File: src/logic/mic_params.svh
// Purpose: register offsets, field positions and reset values of the interrupt controller
// Assumes: AXI4-Lite byte addresses, one aligned 32-bit word per register
// Notes:   definitions only
`ifndef MIC_PARAMS_SVH
`define MIC_PARAMS_SVH

// ----------------------------------------------------------------
// register word indices (byte address bits 5:2)
// ----------------------------------------------------------------
`define MIC_OFS_CT0       4'h0
`define MIC_OFS_CT1       4'h1
`define MIC_OFS_PT        4'h2
`define MIC_OFS_EL        4'h3
`define MIC_OFS_EDGE      4'h4
`define MIC_OFS_PRI       4'h5
`define MIC_OFS_STAT      4'h6
`define MIC_OFS_CORE      4'h7

// ----------------------------------------------------------------
// field positions
// ----------------------------------------------------------------
`define MIC_B_FLAGA       5
`define MIC_B_FLAGP       4
`define MIC_B_ENA         1
`define MIC_B_ENP         0
`define MIC_MF_MASK       8'h33
`define MIC_RST8          8'h00
`define MIC_RST16         16'h0000
`define MIC_STACK_DEPTH   4'h8

`endif

File: src/logic/mic_pkg.sv
// Purpose: types of the interrupt controller
// Assumes: constants come from mic_params.svh
// Notes:   vector index order is the fixed priority order, 0 highest
package mic_pkg;

	typedef enum logic [1:0] {
		MIC_IDLE  = 2'b00,
		MIC_PUSH  = 2'b01,
		MIC_DONE  = 2'b11
	} mic_state_t;

	typedef struct packed {
		mic_state_t  st;
		logic [7:0]  compact_timer0_irq_ctrl;
		logic [7:0]  compact_timer1_irq_ctrl;
		logic [7:0]  periodic_timer_irq_ctrl;
		logic [7:0]  eeprom_lowvolt_irq_ctrl;
		logic [7:0]  edge_sel;
		logic [15:0] ctrl;
		logic [3:0]  pin_q;
		logic [3:0]  sp;
		logic        ack;
		logic [3:0]  vec_idx;
		logic [15:0] vec_addr;
		logic [15:0] push_pc;
		logic        aw_hold;
		logic        w_hold;
		logic [3:0]  aw_idx;
		logic [31:0] wdata;
		logic        bvalid;
		logic [1:0]  bresp;
		logic        rvalid;
		logic [31:0] rdata;
		logic [1:0]  rresp;
	} mic_state_s_t;

endpackage : mic_pkg
File: src/logic/mic_intc.sv
// Contract
// - compact timer 0 register: cmp-A flag b5, period flag b4, enables b1, b0
// - compact timer 1 register uses same layout, all read-write
// - periodic timer register: cmp-A flag b5, period flag b4, enables b1, b0
// - eeprom/low-voltage register: eeprom flag b5, low-voltage b4, enables b1, b0
// - bits 7:6 and 3:2 read zero; implemented bits reset to zero
// - member and converter flags set on events even when disabled; disabled source never jumps
// - global enable zero suppresses every interrupt
// - acceptance pushes next pc and loads vector; return pops pc
// - servicing clears global enable automatically
// - requests during servicing stay latched and are served later
// - setting global enable inside a routine allows nesting
// - stack full blocks acknowledge until stack pointer decrements
// - any set flag raises the wake request
// - pin flags set on the selected edge of their pin
// - pin jumps need global, pin enable, edge mode nonzero, stack room
// - pin acts only when enabled, selected by pin-share and an input
// - pin service clears that pin flag and global enable
// - pull-high stays active while pin is an interrupt input
// - edge select gives rising, falling, both or disabled per pin
// - conversion done sets flag; jumps with global, enable, stack room
// - converter service clears its flag and global enable
// - own vectors and shared group vectors coexist
// - edge code 00 off, 01 rising, 10 falling, 11 both
// - group flag follows member flags, not cleared on service; members kept
// - global enable is bit 0 of primary control, reset zero
//
// Purpose: interrupt controller with group registers, pin edges and vector jump
// Assumes: core pulses ret_pop on the return instruction; inputs synchronous
// Notes:   vector order: pin0..3, converter, group0..3 (index 0..8)
`timescale 1ns/100ps
`default_nettype none
`include "mic_params.svh"

module mic_intc #(
	parameter logic [15:0] VEC_PIN0 = 16'h0004,
	parameter logic [15:0] VEC_PIN1 = 16'h0008,
	parameter logic [15:0] VEC_PIN2 = 16'h000C,
	parameter logic [15:0] VEC_PIN3 = 16'h0010,
	parameter logic [15:0] VEC_CONV = 16'h0014,
	parameter logic [15:0] VEC_GRP0 = 16'h0018,
	parameter logic [15:0] VEC_GRP1 = 16'h001C,
	parameter logic [15:0] VEC_GRP2 = 16'h0020,
	parameter logic [15:0] VEC_GRP3 = 16'h0024
) (
	input  wire logic        aclk,
	input  wire logic        aresetn,
	input  wire logic        clk_en,
	input  wire logic [31:0] s_axi_awaddr,
	input  wire logic        s_axi_awvalid,
	output logic             s_axi_awready,
	input  wire logic [31:0] s_axi_wdata,
	input  wire logic [3:0]  s_axi_wstrb,
	input  wire logic        s_axi_wvalid,
	output logic             s_axi_wready,
	output logic [1:0]       s_axi_bresp,
	output logic             s_axi_bvalid,
	input  wire logic        s_axi_bready,
	input  wire logic [31:0] s_axi_araddr,
	input  wire logic        s_axi_arvalid,
	output logic             s_axi_arready,
	output logic [31:0]      s_axi_rdata,
	output logic [1:0]       s_axi_rresp,
	output logic             s_axi_rvalid,
	input  wire logic        s_axi_rready,
	input  wire logic        ct0_cmpa_evt,
	input  wire logic        ct0_period_evt,
	input  wire logic        ct1_cmpa_evt,
	input  wire logic        ct1_period_evt,
	input  wire logic        pt_cmpa_evt,
	input  wire logic        pt_period_evt,
	input  wire logic        eeprom_write_done_evt,
	input  wire logic        low_voltage_evt,
	input  wire logic        conv_done_evt,
	input  wire logic [3:0]  ext_irq_pins,
	input  wire logic [3:0]  pin_share_sel,
	input  wire logic [3:0]  port_dir_input,
	input  wire logic [3:0]  pull_high_sel,
	output logic [3:0]       pull_high_en,
	input  wire logic [15:0] next_pc,
	input  wire logic        ret_pop,
	input  wire logic        irq_ack_ready,
	output logic             irq_take,
	output logic [15:0]      irq_vector,
	output logic [15:0]      irq_push_pc,
	output logic [3:0]       stack_ptr,
	output logic             wake_req
);

	mic_pkg::mic_state_s_t s_q;
	mic_pkg::mic_state_s_t s_d;

	// ----------------------------------------------------------------
	// helpers
	// ----------------------------------------------------------------
	// group register update: set beats software clear of a flag
	function automatic logic [7:0] mf_next(input logic [7:0] cur, input logic ea,
		input logic ep, input logic wr, input logic [7:0] wv);
		logic [7:0] r;
		r = wr ? (wv & `MIC_MF_MASK) : cur;
		r[`MIC_B_FLAGA] = r[`MIC_B_FLAGA] | ea;
		r[`MIC_B_FLAGP] = r[`MIC_B_FLAGP] | ep;
		return r;
	endfunction : mf_next

	function automatic logic mf_req(input logic [7:0] r);
		return (r[`MIC_B_FLAGA] & r[`MIC_B_ENA]) | (r[`MIC_B_FLAGP] & r[`MIC_B_ENP]);
	endfunction : mf_req

	function automatic logic edge_hit(input logic [1:0] mode, input logic prev,
		input logic now);
		return (mode[0] & ~prev & now) | (mode[1] & prev & ~now);
	endfunction : edge_hit

	logic [3:0]  pin_act;
	logic [3:0]  pin_edge;
	logic [3:0]  grp_flag;
	logic [3:0]  grp_req;
	logic [8:0]  pend;
	logic        stack_full;
	logic        wr_go;
	logic        rd_go;
	logic        wr_ok;
	logic [3:0]  rd_idx;
	logic [31:0] rd_val;
	logic [7:0]  wv;
	logic [15:0] vec_tab [0:8];

	assign vec_tab[0] = VEC_PIN0;
	assign vec_tab[1] = VEC_PIN1;
	assign vec_tab[2] = VEC_PIN2;
	assign vec_tab[3] = VEC_PIN3;
	assign vec_tab[4] = VEC_CONV;
	assign vec_tab[5] = VEC_GRP0;
	assign vec_tab[6] = VEC_GRP1;
	assign vec_tab[7] = VEC_GRP2;
	assign vec_tab[8] = VEC_GRP3;

	// ----------------------------------------------------------------
	// request network
	// ----------------------------------------------------------------
	always_comb begin
		// pin gating by enable, pin-share and direction
		pin_act = s_q.ctrl[4:1] & pin_share_sel & port_dir_input;
		for (int i = 0; i < 4; i++) begin
			pin_edge[i] = pin_act[i] & edge_hit(s_q.edge_sel[2*i +: 2], s_q.pin_q[i],
				ext_irq_pins[i]);
		end
		grp_flag = {mf_req(s_q.eeprom_lowvolt_irq_ctrl), mf_req(s_q.periodic_timer_irq_ctrl), mf_req(s_q.compact_timer1_irq_ctrl), mf_req(s_q.compact_timer0_irq_ctrl)};
		// group enables sit apart from the pin flags so no bit serves two roles
		grp_req = grp_flag & s_q.ctrl[12:9];
		stack_full = (s_q.sp == `MIC_STACK_DEPTH);
		// pin enable and nonzero edge mode required
		for (int i = 0; i < 4; i++) begin
			pend[i] = s_q.ctrl[5 + i] & s_q.ctrl[1 + i] & (|s_q.edge_sel[2*i +: 2]);
		end
		pend[4] = s_q.ctrl[14] & s_q.ctrl[15];
		// shared group vectors beside own vectors
		pend[8:5] = grp_req;
	end

	// pull-high kept while used as interrupt input
	assign pull_high_en = pull_high_sel;
	assign wake_req = (|s_q.ctrl[8:5]) | s_q.ctrl[14] | (|grp_flag) |
		(|((s_q.compact_timer0_irq_ctrl | s_q.compact_timer1_irq_ctrl | s_q.periodic_timer_irq_ctrl | s_q.eeprom_lowvolt_irq_ctrl) & 8'h30));

	assign irq_take = s_q.ack;
	assign irq_vector = s_q.vec_addr;
	assign irq_push_pc = s_q.push_pc;
	assign stack_ptr = s_q.sp;

	// ----------------------------------------------------------------
	// bus slave
	// ----------------------------------------------------------------
	assign s_axi_awready = ~s_q.aw_hold & ~s_q.bvalid;
	assign s_axi_wready  = ~s_q.w_hold & ~s_q.bvalid;
	assign s_axi_arready = ~s_q.rvalid;
	assign s_axi_bvalid  = s_q.bvalid;
	assign s_axi_bresp   = s_q.bresp;
	assign s_axi_rvalid  = s_q.rvalid;
	assign s_axi_rdata   = s_q.rdata;
	assign s_axi_rresp   = s_q.rresp;

	always_comb begin
		// upper address bits force an unmapped index, so no word aliases
		rd_idx = (|s_axi_araddr[31:6]) ? 4'hF : s_axi_araddr[5:2];
		unique case (rd_idx)
			`MIC_OFS_CT0:  rd_val = {24'h000000, s_q.compact_timer0_irq_ctrl};
			`MIC_OFS_CT1:  rd_val = {24'h000000, s_q.compact_timer1_irq_ctrl};
			`MIC_OFS_PT:   rd_val = {24'h000000, s_q.periodic_timer_irq_ctrl};
			`MIC_OFS_EL:   rd_val = {24'h000000, s_q.eeprom_lowvolt_irq_ctrl};
			`MIC_OFS_EDGE: rd_val = {24'h000000, s_q.edge_sel};
			`MIC_OFS_PRI:  rd_val = {16'h0000, s_q.ctrl};
			`MIC_OFS_STAT: rd_val = {16'h0000, s_q.vec_idx, s_q.sp, 4'h0, grp_flag};
			`MIC_OFS_CORE: rd_val = {16'h0000, s_q.vec_addr};
			default:       rd_val = 32'h00000000;
		endcase
	end

	// ----------------------------------------------------------------
	// next state
	// ----------------------------------------------------------------
	always_comb begin
		s_d = s_q;
		wv = s_q.wdata[7:0];
		wr_go = (s_q.aw_hold | s_axi_awvalid) & (s_q.w_hold | s_axi_wvalid) & ~s_q.bvalid;
		rd_go = s_axi_arvalid & ~s_q.rvalid;
		wr_ok = 1'b0;
		s_d.ack = 1'b0;
		if (s_axi_awvalid & s_axi_awready) begin
			s_d.aw_hold = 1'b1;
			s_d.aw_idx = (|s_axi_awaddr[31:6]) ? 4'hF : s_axi_awaddr[5:2];
		end
		if (s_axi_wvalid & s_axi_wready) begin
			s_d.w_hold = 1'b1;
			s_d.wdata = s_axi_wstrb[0] ? s_axi_wdata : 32'h00000000;
			wv = s_axi_wdata[7:0];
		end
		if (wr_go) begin
			wr_ok = s_axi_wstrb[0] | s_q.w_hold;
			if (s_q.aw_hold == 1'b0) begin
				s_d.aw_idx = (|s_axi_awaddr[31:6]) ? 4'hF : s_axi_awaddr[5:2];
			end
		end
		s_d.compact_timer0_irq_ctrl = mf_next(s_q.compact_timer0_irq_ctrl, ct0_cmpa_evt, ct0_period_evt,
			wr_ok & (s_d.aw_idx == `MIC_OFS_CT0), wv);
		s_d.compact_timer1_irq_ctrl = mf_next(s_q.compact_timer1_irq_ctrl, ct1_cmpa_evt, ct1_period_evt,
			wr_ok & (s_d.aw_idx == `MIC_OFS_CT1), wv);
		s_d.periodic_timer_irq_ctrl = mf_next(s_q.periodic_timer_irq_ctrl, pt_cmpa_evt, pt_period_evt,
			wr_ok & (s_d.aw_idx == `MIC_OFS_PT), wv);
		s_d.eeprom_lowvolt_irq_ctrl = mf_next(s_q.eeprom_lowvolt_irq_ctrl, eeprom_write_done_evt, low_voltage_evt,
			wr_ok & (s_d.aw_idx == `MIC_OFS_EL), wv);
		if (wr_ok & (s_d.aw_idx == `MIC_OFS_EDGE)) begin
			s_d.edge_sel = wv;
		end
		if (wr_ok & (s_d.aw_idx == `MIC_OFS_PRI)) begin
			s_d.ctrl = s_q.w_hold ? s_q.wdata[15:0] : s_axi_wdata[15:0];
		end
		if (wr_go) begin
			s_d.aw_hold = 1'b0;
			s_d.w_hold = 1'b0;
			s_d.bvalid = 1'b1;
			s_d.bresp = (s_d.aw_idx <= `MIC_OFS_CORE) ? 2'b00 : 2'b10;
		end else if (s_q.bvalid & s_axi_bready) begin
			s_d.bvalid = 1'b0;
		end
		if (rd_go) begin
			s_d.rvalid = 1'b1;
			s_d.rdata = rd_val;
			s_d.rresp = (rd_idx <= `MIC_OFS_CORE) ? 2'b00 : 2'b10;
		end else if (s_q.rvalid & s_axi_rready) begin
			s_d.rvalid = 1'b0;
		end
		s_d.pin_q = ext_irq_pins;
		if (ret_pop & (s_q.sp != 4'h0)) begin
			s_d.sp = s_q.sp - 4'h1;
		end
		unique case (s_q.st)
			mic_pkg::MIC_IDLE: begin
				// accept only with global enable and stack room
				if (s_q.ctrl[0] & (|pend) & ~stack_full & irq_ack_ready) begin
					s_d.st = mic_pkg::MIC_PUSH;
					for (int i = 8; i >= 0; i--) begin
						if (pend[i]) begin
							s_d.vec_idx = 4'(i);
						end
					end
				end
			end
			mic_pkg::MIC_PUSH: begin
				// push next pc and jump to vector
				s_d.ack = 1'b1;
				s_d.push_pc = next_pc;
				s_d.vec_addr = vec_tab[s_q.vec_idx];
				s_d.sp = s_d.sp + 4'h1;
				s_d.ctrl[0] = 1'b0;
				if (s_q.vec_idx < 4'h4) begin
					s_d.ctrl[5 + s_q.vec_idx] = 1'b0;
				end else if (s_q.vec_idx == 4'h4) begin
					s_d.ctrl[14] = 1'b0;
				end
				// group flag is derived; member flags stay for software
				s_d.st = mic_pkg::MIC_DONE;
			end
			mic_pkg::MIC_DONE: begin
				s_d.st = mic_pkg::MIC_IDLE;
			end
			default: begin
				s_d.st = mic_pkg::MIC_IDLE;
			end
		endcase
		// pin flags latch after write and service clear: set wins
		s_d.ctrl[8:5] = s_d.ctrl[8:5] | pin_edge;
		s_d.ctrl[14] = s_d.ctrl[14] | conv_done_evt;
	end

	// ----------------------------------------------------------------
	// state register
	// ----------------------------------------------------------------
	always_ff @(posedge aclk) begin
		if (!aresetn) begin
			s_q <= '0;
		end else if (clk_en) begin
			s_q <= s_d;
		end
	end

endmodule : mic_intc
`default_nettype wire

File: config.mk
export PLATFORM = sky130hd
export DESIGN_NAME = mic_intc
export DESIGN_NICKNAME = d
export VERILOG_FILES = /design/src/logic/mic_pkg.sv /design/src/logic/mic_intc.sv
export VERILOG_INCLUDE_DIRS = /design/src /design/src/logic
export SDC_FILE = /design/constraint.sdc
export NUM_CORES = 1
export LEC_CHECK = 0
export BUFFER_PORTS_ARGS = -buffer_cell sky130_fd_sc_hd__clkbuf_2
export CAP_MARGIN = 30
export CORE_MARGIN = 2
export CORE_UTILIZATION = 36
export CTS_CLUSTER_DIAMETER = 150
export DETAILED_ROUTE_END_ITERATION = 10
export PLACE_DENSITY_LB_ADDON = 0.12
export SETUP_SLACK_MARGIN = 0.1
export SYNTH_ARGS = -nofsm -noshare
export SYNTH_HDL_FRONTEND = slang
export SYNTH_SLANG_ARGS = --single-unit
File: constraint.sdc
create_clock -name aclk -period 3.2 [get_ports aclk]
set_clock_uncertainty 0.1 [all_clocks]
set_input_delay 0.48 -clock aclk [delete_from_list [all_inputs] [get_ports aclk]]
set_output_delay 0.48 -clock aclk [all_outputs]
set_load 0.02 [all_outputs]
### Word level (Yosys, flattened, before mapping)

Memory sizes are Yosys's and may differ from the RTL's. A register that Yosys moved wholly into a read port is not among the register bits.
Index checks and enable logic that the tools add are counted.

* memories: 1
* input bits: 151
* bits in registers: 131
* logic and storage cells: 235
* bits in read-only memories: 256
* output and inout port bits: 83

Memory list
* (name not given): words 16, width 16, read ports 1, clocked after memory_dff 1, write ports 0, line mic_intc.sv:274 `s_d.vec_addr = vec_tab[s_q.vec_idx];`

* mux-type cells: 44
* equality and inequality tests: 16
* reductions and logical operators: 38
* add/subtract/negate cells: 3
* bitwise operators: 102
* $lt $le $gt $ge: 5

Operators with widths (number)
* $pmux W16 S8: 1
* $mux W16: 4
* $mux W4: 15
* $and A1 B1 Y1: 56
* $reduce_or A26 Y1: 2
* $reduce_and A2 Y1: 15
* $eq A4 B3 Y1 const B: 7
* $mux W6: 4
* $or A1 B1 Y1: 23
* $or A6 B6 Y6: 3
* $and A16 B16 Y16: 1
* $eq A4 B2 Y1 const B: 4
* $not A16 Y16: 1
* $mux W14: 1
* $not A1 Y1: 13
* $and A4 B4 Y4: 3
* $mux W1: 11
* $reduce_bool A2 Y1: 5
* $reduce_or A2 Y1: 5
* $reduce_bool A9 Y1: 1
* $reduce_or A9 Y1: 1
* $eq A4 B1 Y1 const B: 2
* $le A4 B3 Y1 const B: 2
* $logic_not A4 Y1: 2
* 22 further kinds: 26

### Logic depth before layout (Yosys ltp)

Gate-level depths: netlist of the first run.

* word-level depth: 13
* mapped depth: 11
* gate-level depth less buffers: 10

### Worst setup path after synthesis of the first run

No wires, ideal clock.

* path type: input-to-reg
* start point: input s_axi_awaddr[11]
* end point: register s_q[121] in the netlist's numbering
* required time: 2983 ps
* arrival: 2106 ps
* path buffers: 0
* setup slack: 877 ps
* stages on the path: 6
* path through: nor4_2 and4_1 a21oi_4 nor4_4 o21ai_1 a32o_1

* cells in the longest elaborated chain, start to end: 9

Ends and longest elaborated chain
* start: declaration: line mic_intc.sv:49 `input wire logic [31:0] s_axi_awaddr,`
* $reduce_or A26 Y1 (*): line mic_intc.sv:212, mic_intc.sv:222
* $mux W4 (*): line mic_intc.sv:212, mic_intc.sv:222
* $mux W4: line mic_intc.sv:210 `if (s_axi_awvalid & s_axi_awready) begin`
* $mux W4: line mic_intc.sv:221 `if (s_q.aw_hold == 1'b0) begin`
* $mux W4 (*): line mic_intc.sv:219 `if (wr_go) begin`
* $eq A4 B3 Y1 (no line) (*)
* $and A1 B1 Y1 (*): line mic_intc.sv:236 `` if (wr_ok & (s_d.aw_idx == `MIC_OFS_PRI)) begin ``
* $reduce_bool A2 Y1 (no line) (*)
* $reduce_and A2 Y1 (no line) (*)
* end signal: assignment: line mic_intc.sv:302 `s_q <= '0;`
* end signal: assignment: line mic_intc.sv:304 `s_q <= s_d;`
* end: declaration: line mic_intc.sv:90 `mic_pkg::mic_state_s_t s_q;`

Mark *: on every way between the ends. The rest lies on a longest branch, timed or not.
A chain may end at the register's enable or synchronous reset.

### Final worst setup path of the first run

* start point: register s_q, in the netlist s_axi_bvalid
* end point: register s_q[140] in the netlist's numbering

* cells in the longest elaborated chain, start to end: 9
* elaborated cells between the ends (all ways): 14
* classes of those cells: 1 x eq/ne; 5 x mux; 7 x bitwise; 1 x reduce/logical

Ends and longest elaborated chain
* $not A1 Y1 (*): line mic_intc.sv:175, mic_intc.sv:176, mic_intc.sv:206
* $and A1 B1 Y1: line mic_intc.sv:175 `assign s_axi_awready = ~s_q.aw_hold & ~s_q.bvalid;`
* $and A1 B1 Y1: line mic_intc.sv:210
* $mux W4: line mic_intc.sv:210
* $mux W4: line mic_intc.sv:221
* $mux W4: line mic_intc.sv:219
* $eq A4 B3 Y1 (no line)
* $and A1 B1 Y1: line mic_intc.sv:233 `` if (wr_ok & (s_d.aw_idx == `MIC_OFS_EDGE)) begin ``
* $reduce_and A2 Y1 (no line)

Marked as above.

==> results of run 1 <==
==> per-stage QoR <==
stage | power [mW] | cell area (µm²) | instances
after floorplan | 1.90 | 6950 | 855
after global placement | 2.03 | 7460 | 1154
final | 3.75 | 7990 | 1185
after global routing | 3.91 | 7990 | 1185
after detailed placement | 2.04 | 7460 | 1154
after CTS | 3.79 | 7990 | 1185
==> routing by layer <==
| layer | global-route usage [%] | vias to the layer above | share of wire, % |
|---|---|---|---|
| li1 | - | 3118 | - |
| met1 | 28.4 | 2861 | 50 |
| met2 | 31.0 | 160 | 45 |
| met3 | 3.54 | 15 | 4.2 |
| met4 | 5.11 | 0 | 1.0 |
| met5 | 0 | - | 0 |
==> path summary, 6_finish.rpt <==
kind	slack, ns	start	depth (start not counted)	to
setup / recovery	0.69	s_axi_bvalid$_SDFFE_PN0P_	6	s_q[140]$_SDFFE_PN0P_
hold / removal	0.18	next_pc[13]	3	irq_push_pc[13]$_SDFFE_PN0P_
setup reg to reg	0.69	s_axi_bvalid$_SDFFE_PN0P_	6	s_q[140]$_SDFFE_PN0P_
hold reg to reg	0.35	s_q[53]$_SDFFE_PN0P_	2	s_q[53]$_SDFFE_PN0P_
==> final cells by class <==
class | instances | area (µm²) | share of cell area (%)
Clock inverter | 10 | 83.8 | 1.05
Timing Repair Buffer | 188 | 981 | 12.3
Sequential cell | 117 | 2340 | 29.3
Inverter | 11 | 41.3 | 0.517
Multi-Input combinational cell | 604 | 3800 | 47.5
Clock buffer | 21 | 450 | 5.64
Tap cell | 234 | 293 | 3.66
==> worst max-delay path, stage by stage, from the launching register on <==
cell,delay (ns)
sky130_fd_sc_hd__dfxtp_1,0.40
sky130_fd_sc_hd__nor3b_4,0.32
sky130_fd_sc_hd__nand4_4,0.18
sky130_fd_sc_hd__o22a_2,0.32
sky130_fd_sc_hd__nor2_1,0.66
sky130_fd_sc_hd__a21oi_1,0.19
sky130_fd_sc_hd__a311oi_2,0.25
==> Yosys cell counts, types with 7 or more instances <==
| library cell | instances |
|---|---|
| sky130_fd_sc_hd__o21ai_0 | 40 |
| sky130_fd_sc_hd__and2_1 | 13 |
| sky130_fd_sc_hd__nor3_1 | 25 |
| sky130_fd_sc_hd__nor2_1 | 58 |
| sky130_fd_sc_hd__ha_1 | 8 |
| sky130_fd_sc_hd__a31oi_1 | 8 |
| sky130_fd_sc_hd__dfxtp_1 | 117 |
| sky130_fd_sc_hd__nand4_1 | 8 |
| sky130_fd_sc_hd__nand3b_1 | 12 |
| sky130_fd_sc_hd__a22oi_1 | 11 |
| sky130_fd_sc_hd__nand3_1 | 36 |
| sky130_fd_sc_hd__nor4_2 | 8 |
| sky130_fd_sc_hd__a21oi_1 | 65 |
| sky130_fd_sc_hd__buf_4 | 77 |
| sky130_fd_sc_hd__clkbuf_1 | 36 |
| sky130_fd_sc_hd__nand2_1 | 104 |
| sky130_fd_sc_hd__inv_1 | 10 |
| sky130_fd_sc_hd__a211oi_2 | 7 |
| sky130_fd_sc_hd__mux2_2 | 10 |
| sky130_fd_sc_hd__mux2i_1 | 37 |
| sky130_fd_sc_hd__nand2b_1 | 11 |
| sky130_fd_sc_hd__nor4_1 | 11 |
==> power groups by stage <==
stage	combinational [mW]	sequential, mW	clock, mW
2_1_floorplan	0.346	1.55	0
4_1_cts	0.474	1.53	1.79
6_report	0.473	1.53	1.75
3_5_place_dp	0.472	1.56	0
3_3_place_gp	0.469	1.56	0
5_1_grt	0.519	1.54	1.85
==> sequential cells by signal (all words and copies together), names as in the netlist <==
| signal | flops |
|---|---|
| irq_vector | 4 |
| s_axi_bvalid | 1 |
| s_axi_rresp | 1 |
| stack_ptr | 4 |
| s_q | 72 |
| irq_push_pc | 16 |
| s_axi_bresp | 1 |
| s_axi_rvalid | 1 |
| irq_take | 1 |
| s_axi_rdata | 16 |
==> cells by family after synthesis <==
logic type | synth area share (%)
buffers and inverters | 11.8
DFF | 34.3
AOI/OAI and AO/OA | 19.7
other | 0.0548
xor gates and xnor gates | 0.769
muxes | 7.72
adders and majority gates | 1.46
and+or+nand+nor | 24.2
==> load_flow_metrics.sql, run 1 <==
INSERT INTO impl_metrics (metric_group, metric, value, unit) VALUES
('route', 'wire_per_inst', '16.6', 'µm'),
('clocking', 'tritoncts', 'yes', ''),
('route', 'drt_iter0_drc', '548', ''),
('synth', 'avgSynthCellArea', '8.28', 'µm²'),
('placement', 'placement.io_buffers', '172', ''),
('cells_and_area', 'syn_to_final_growth', '16.9', '%'),
('cells_and_area', 'final_cell_mix', 'sky130_fd_sc_hd__clkbuf_2, sky130_fd_sc_hd__dfxtp_1, sky130_fd_sc_hd__nand2_1, sky130_fd_sc_hd__a21oi_1, sky130_fd_sc_hd__nor2_1', ''),
('route', 'remaining_routing_drc_violations', '0', ''),
('power_and_ir_drop', 'seqPwrFrac', '40.9', '%'),
('synth', 'top_area_cell_type_share_of_the_netlist_area', '34.3', '%'),
('global_routing', 'grt_overflow_total', '0', ''),
('cells_and_area', 'fillerInstances', '1987', ''),
('route', 'via_count', '6154', ''),
('power_and_ir_drop', 'power.switching_fraction', '26.8', '%'),
('power_and_ir_drop', 'total_switching_power', '1.01', 'mW'),
('placement', 'dpl_worst_slack', '0.388', 'ns'),
('synth', 'synth_sequential_area_ratio', '34.3', '%'),
('cells_and_area', 'design.final.nets', '1098', ''),
('worst_setup_path', 'timing_worst_setup_path_type', 'reg2reg', ''),
('power_and_ir_drop', 'internal_power', '2.75', 'mW'),
('job', 'drv_cap', '0', ''),
('min_path', 'worst_hold_path_type', 'in2reg', ''),
('synth', 'ys_seq_elements', '117', ''),
('worst_setup_path', 'cp.required', '3.43', 'ns'),
('clocking', 'cts.reportedPaths.clkPinSlew', '0.06', 'ns'),
('global_routing', 'track_usage', '19.9', '%'),
('timing', 'layout_worst_path_cycle_share', '78.4', '%'),
('placement', 'dp_hpwl', '14900', 'µm'),
('synth', 'synth_area', '6840', 'µm²'),
('worst_setup_path', 'timing.critical_path.from_type', 'flip-flop', ''),
('timing', 'final.setup.tns', '0', 'ns'),
('synth', 'yosysTopAreaCell', 'sky130_fd_sc_hd__dfxtp_1', ''),
('timing', 'timing_max_transition_violations_final', '0', ''),
('worst_setup_path', 'crit_path_max_fanout', '12', ''),
('timing', 'timing_hold_violations_final', '0', ''),
('global_routing', 'grt_antenna_before_repair', '0', ''),
('global_routing', 'grt_pass1_wl', '31400', 'µm'),
('clocking', 'post-cts-setup-buffers', '0', ''),
('synth', 'asyncSetResetFlopFracSynth', '0', '%'),
('timing', 'timing.fmax', '399', 'MHz'),
('timing', 'timing_worst_slew_pin_value', '0.822', 'ns'),
('cells_and_area', 'ratio_of_cells_with_drive_above_1_in_the_final_layout', '27.7', '%'),
('timing', 'hold_ws', '0.180', 'ns'),
('floorplanning', 'floorplan.rows', '50', ''),
('floorplanning', 'die_h', '142', 'µm'),
('cells_and_area', 'finish.utilization', '42.9', '%'),
('synth', 'ys.warnings.count', '0', ''),
('clocking', 'clock_insertion_delay_worst_skew', '0.42', 'ns'),
('timing', 'setup_viol_count_final', '0', ''),
('floorplanning', 'floorplan.initialDensity', '36.7', '%'),
('global_routing', 'grt_start_max_net_pins', '46', ''),
('power_and_ir_drop', 'p_comb_share', '12.6', '%'),
('cells_and_area', 'mostFrequentLayoutCell', 'sky130_fd_sc_hd__clkbuf_2', ''),
('route', 'detail-route-antenna-nets', '0', ''),
('route', 'avgViaCountPerCell', '5.19', ''),
('run_status', 'run_status', 'finished, final reports clean', ''),
('global_routing', 'first_global_vias', '5784', ''),
('synth', 'yosys-top-cells-area', 'sky130_fd_sc_hd__dfxtp_1, sky130_fd_sc_hd__buf_4, sky130_fd_sc_hd__nand2_1, sky130_fd_sc_hd__mux2i_1, sky130_fd_sc_hd__a21oi_1', ''),
('timing', 'rsz0062_at_grt', 'false', ''),
('clocking', 'cts.sinks', '117', ''),
('floorplanning', 'top_level_ports', '234', ''),
('power_and_ir_drop', 'power_density', '470', 'nW/µm²'),
('power_and_ir_drop', 'maximum_vdd_ir_drop', '351', 'µV'),
('synth', 'synth-edff-count', '0', ''),
('power_and_ir_drop', 'power.share.clock', '46.5', '%'),
('timing', 'fin_ws', '0.692', 'ns'),
('power_and_ir_drop', 'power.static_leakage', '3.16', 'nW'),
('synth', 'synthCells', '826', ''),
('timing', 'timing.final.crit_period', '2.51', 'ns'),
('clocking', 'clock_tree.root_cell', 'sky130_fd_sc_hd__clkbuf_16', ''),
('timing', 'timing.max_slew.rel_slack', '45.0', '%');
Note: power is estimated with default switching activity, not from simulation.
==> run 2, diff against run 1 <==
==> constraint.sdc (replaced) <==
create_clock -name aclk -period 2.11 [get_ports aclk]
set_clock_uncertainty 0.1 [all_clocks]
set_input_delay 0.3165 -clock aclk [delete_from_list [all_inputs] [get_ports aclk]]
set_output_delay 0.3165 -clock aclk [all_outputs]
set_load 0.02 [all_outputs]
==> load_flow_metrics.sql, run 2 (synthesis results as in run 1) <==
INSERT INTO impl_metrics (metric_group, metric, value, unit) VALUES
('floorplanning', 'floorplan.initialDensity', '36.7', '%'),
('power_and_ir_drop', 'power', '6.02', 'mW'),
('floorplanning', 'overall_die_width', '142', 'µm'),
('timing', 'timing.max_slew.rel_slack', '65.8', '%'),
('worst_setup_path', 'crit_path_end_kind', 'flip-flop', ''),
('timing', 'timing.fmax', '468', 'MHz'),
('route', 'via_count', '6742', ''),
('timing', 'rsz0062_at_grt', 'true', ''),
('clocking', 'max-clock-path-buffers', '2', ''),
('worst_setup_path', 'cp.required', '2.35', 'ns'),
('power_and_ir_drop', 'power.switching_fraction', '27.6', '%'),
('route', 'firstDrtPassIters', '4', ''),
('timing', 'timing_hold_violations_final', '0', ''),
('worst_setup_path', 'cp.arrival', '2.38', 'ns'),
('route', 'drt_iter0_drc', '381', ''),
('route', 'remaining_routing_drc_violations', '0', ''),
('cells_and_area', 'design.final.nets', '1220', ''),
('floorplanning', 'die_h', '142', 'µm'),
('power_and_ir_drop', 'internal_power', '4.35', 'mW'),
('floorplanning', 'top_level_ports', '234', ''),
('cells_and_area', 'largest_register', 's_q', ''),
('placement', 'dp_hpwl', '16400', 'µm'),
('power_and_ir_drop', 'power_density', '633', 'nW/µm²'),
('clocking', 'htree_levels', '4', ''),
('cells_and_area', 'mostFrequentLayoutCell', 'sky130_fd_sc_hd__clkbuf_2', ''),
('route', 'postRouteWirelength', '22200', 'µm'),
('worst_setup_path', 'timing.critical_path.from_type', 'flip-flop', ''),
('timing', 'timing_max_transition_violations_final', '0', ''),
('route', 'detailroute.wirelength.met3', '1270', 'µm'),
('global_routing', 'grt_antenna_before_repair', '0', ''),
('power_and_ir_drop', 'total_switching_power', '1.66', 'mW'),
('clocking', 'cts.reportedPaths.clkPinSlew', '0.06', 'ns'),
('global_routing', 'grt_start_max_net_pins', '29', ''),
('timing', 'layout_worst_path_cycle_share', '101', '%'),
('worst_setup_path', 'crit_path_max_fanout', '6', ''),
('cells_and_area', 'final_cell_mix', 'sky130_fd_sc_hd__clkbuf_2, sky130_fd_sc_hd__dfxtp_1, sky130_fd_sc_hd__buf_4, sky130_fd_sc_hd__nand2_1, sky130_fd_sc_hd__a21oi_1', ''),
('power_and_ir_drop', 'maximum_vdd_ir_drop', '584', 'µV'),
('worst_setup_path', 'timing_worst_setup_path_type', 'reg2reg', ''),
('timing', 'fin_ws', '-0.0245', 'ns'),
('clocking', 'clock_tree.root_cell', 'sky130_fd_sc_hd__clkbuf_16', ''),
('global_routing', 'grt_pass1_wl', '34000', 'µm'),
('placement', 'place_area', '8240', 'µm²'),
('worst_setup_path', 'cpMaxStageDelayCell', 'sky130_fd_sc_hd__dfxtp_2', ''),
('run_status', 'violations', 'negative setup slack', ''),
('clocking', 'cts-buffers-inserted', '17', ''),
('run_status', 'run_status', 'complete, but fails checks', ''),
('timing', 'timing_worst_slew_pin_value', '0.513', 'ns'),
('worst_setup_path', 'critPathMaxStageDelay', '0.33', 'ns'),
('timing', 'timing.final.crit_period', '2.13', 'ns'),
('cells_and_area', 'fillerInstances', '1859', ''),
('route', 'avgViaCountPerCell', '5.15', ''),
('global_routing', 'grt_overflow_total', '0', ''),
('route', 'wire_per_inst', '17.0', 'µm'),
('placement', 'place.gp.congestion', '0.849', ''),
('cells_and_area', 'syn_to_final_growth', '39.1', '%'),
('clocking', 'tritoncts', 'yes', ''),
('floorplanning', 'design.die.area', '20100', 'µm²'),
('min_path', 'worst_hold_path_type', 'in2reg', ''),
('worst_setup_path', 'worstPathBufferInverterCount', '6', ''),
('global_routing', 'track_usage', '21.7', '%'),
('clocking', 'cts.sinks', '117', ''),
('worst_setup_path', 'cell_breakdown_of_the_critical_path', 'nor3b_4, buf_12, nand4_4, o22ai_4, buf_4, buf_4, nor4_4, buf_6, clkbuf_16, buf_6, a211oi_2', ''),
('cells_and_area', 'largest_register_ffs', '72', ''),
('power_and_ir_drop', 'power.static_leakage', '3.92', 'nW'),
('cells_and_area', 'ratio_of_cells_with_drive_above_1_in_the_final_layout', '40.9', '%'),
('floorplanning', 'floorplan.rows', '50', ''),
('timing', 'setup_viol_count_final', '2', ''),
('global_routing', 'first_global_vias', '6301', ''),
('worst_setup_path', 'cpLargestDelayFamily', 'buffers and inverters', ''),
('job', 'drv_cap', '0', ''),
('power_and_ir_drop', 'p_comb_share', '17.5', '%'),
('placement', 'placement.io_buffers', '172', ''),
('cells_and_area', 'num_antenna_cells', '0', ''),
('cells_and_area', 'final_cell_area', '9510', 'µm²'),
('floorplanning', 'core-area', '18600', 'µm²'),
('route', 'met2_length', '10100', 'µm'),
('power_and_ir_drop', 'seqPwrFrac', '38.2', '%'),
('clocking', 'clock_insertion_delay_worst_skew', '0.43', 'ns'),
('route', 'route.top_layer_used', 'met4', ''),
('power_and_ir_drop', 'power.share.clock', '44.3', '%'),
('route', 'detail-route-antenna-nets', '0', ''),
('route', 'route.layer.met1.wl', '10400', 'µm');
==> run 2: cell types whose count changed in the layout (fill, tap and decap cells not counted), moves of 6 or more <==
cell / before / now
sky130_fd_sc_hd__buf_4: 16 / 105
sky130_fd_sc_hd__nand3_1: 36 / 30
sky130_fd_sc_hd__nor2_1: 58 / 50
sky130_fd_sc_hd__a21oi_1: 65 / 57
sky130_fd_sc_hd__nor3_2: 0 / 6
sky130_fd_sc_hd__buf_6: 0 / 21
sky130_fd_sc_hd__o21ai_0: 40 / 33
sky130_fd_sc_hd__nor3_1: 25 / 19
==> run 2: layer usage <==
layer,track usage [%],up-vias
met1,30.2,3153
met4,7.11,0
met2,33.9,203
met5,0,-
met3,4.12,26
li1,-,3360
==> run 2: worst min-delay path, delay by kind of cell <==
kind            cells  cell delay, ns
simple gates        1            0.04
buf+inv             1            0.08
compound gates      1            0.05
==> run 2: path summary, 6_finish.rpt <==
check,startpoint,cells past startpoint,slack (ns),endpoint
worst max-delay path,s_q[75]$_SDFFE_PN0P_,11,-0.02,s_q[124]$_SDFFE_PN0P_
worst min-delay path,next_pc[4],3,0.01,irq_push_pc[4]$_SDFFE_PN0P_
worst max register to register,s_q[75]$_SDFFE_PN0P_,11,-0.02,s_q[124]$_SDFFE_PN0P_
worst min register to register,s_q[49]$_SDFFE_PN0P_,2,0.35,s_q[49]$_SDFFE_PN0P_
==> run 2: power groups by stage <==
stage / logic [mW] / clock network (mW) / registers (mW)
after floorplan: 0.542 / 0 / 2.36
after global routing: 1.14 / 2.80 / 2.31
after CTS: 0.979 / 2.70 / 2.30
after detailed placement: 0.878 / 0 / 2.35
after global placement: 0.877 / 0 / 2.35
final: 1.05 / 2.66 / 2.30
==> run 2: layout make-up <==
type,count,area [µm²],share of cell area (%)
Multi-Input combinational cell,604,4190,44.0
Sequential cell,117,2350,24.7
Inverter,11,43.8,0.460
Timing Repair Buffer,310,2090,22.0
Tap cell,234,293,3.08
Clock inverter,9,52.6,0.552
Clock buffer,23,488,5.13
==> run 2: metrics by stage <==
step           instances  hold slack (ns)  utilization, %  setup WS (ns)  TNS, ns
6_report            1308           0.0124            51.0        -0.0245  -0.0306
4_1_cts             1297          0.00414            49.2         0.0112        0
3_3_place_gp        1244            0.337            44.2         -0.184    -4.19
5_1_grt             1308           0.0142            51.0         -0.120    -1.89
3_5_place_dp        1244            0.345            44.2         -0.186    -4.84
2_1_floorplan        855            0.328               -        -0.0347  -0.0347
==> run 2: repair_timing <==
action,in CTS,in global routing
resized for setup,46,52
setup endpoints to repair,48,49
hold buffers,5,0
gates cloned,2,3
buffers inserted,14,9
pin swaps,16,34
hold endpoints to repair,5,0
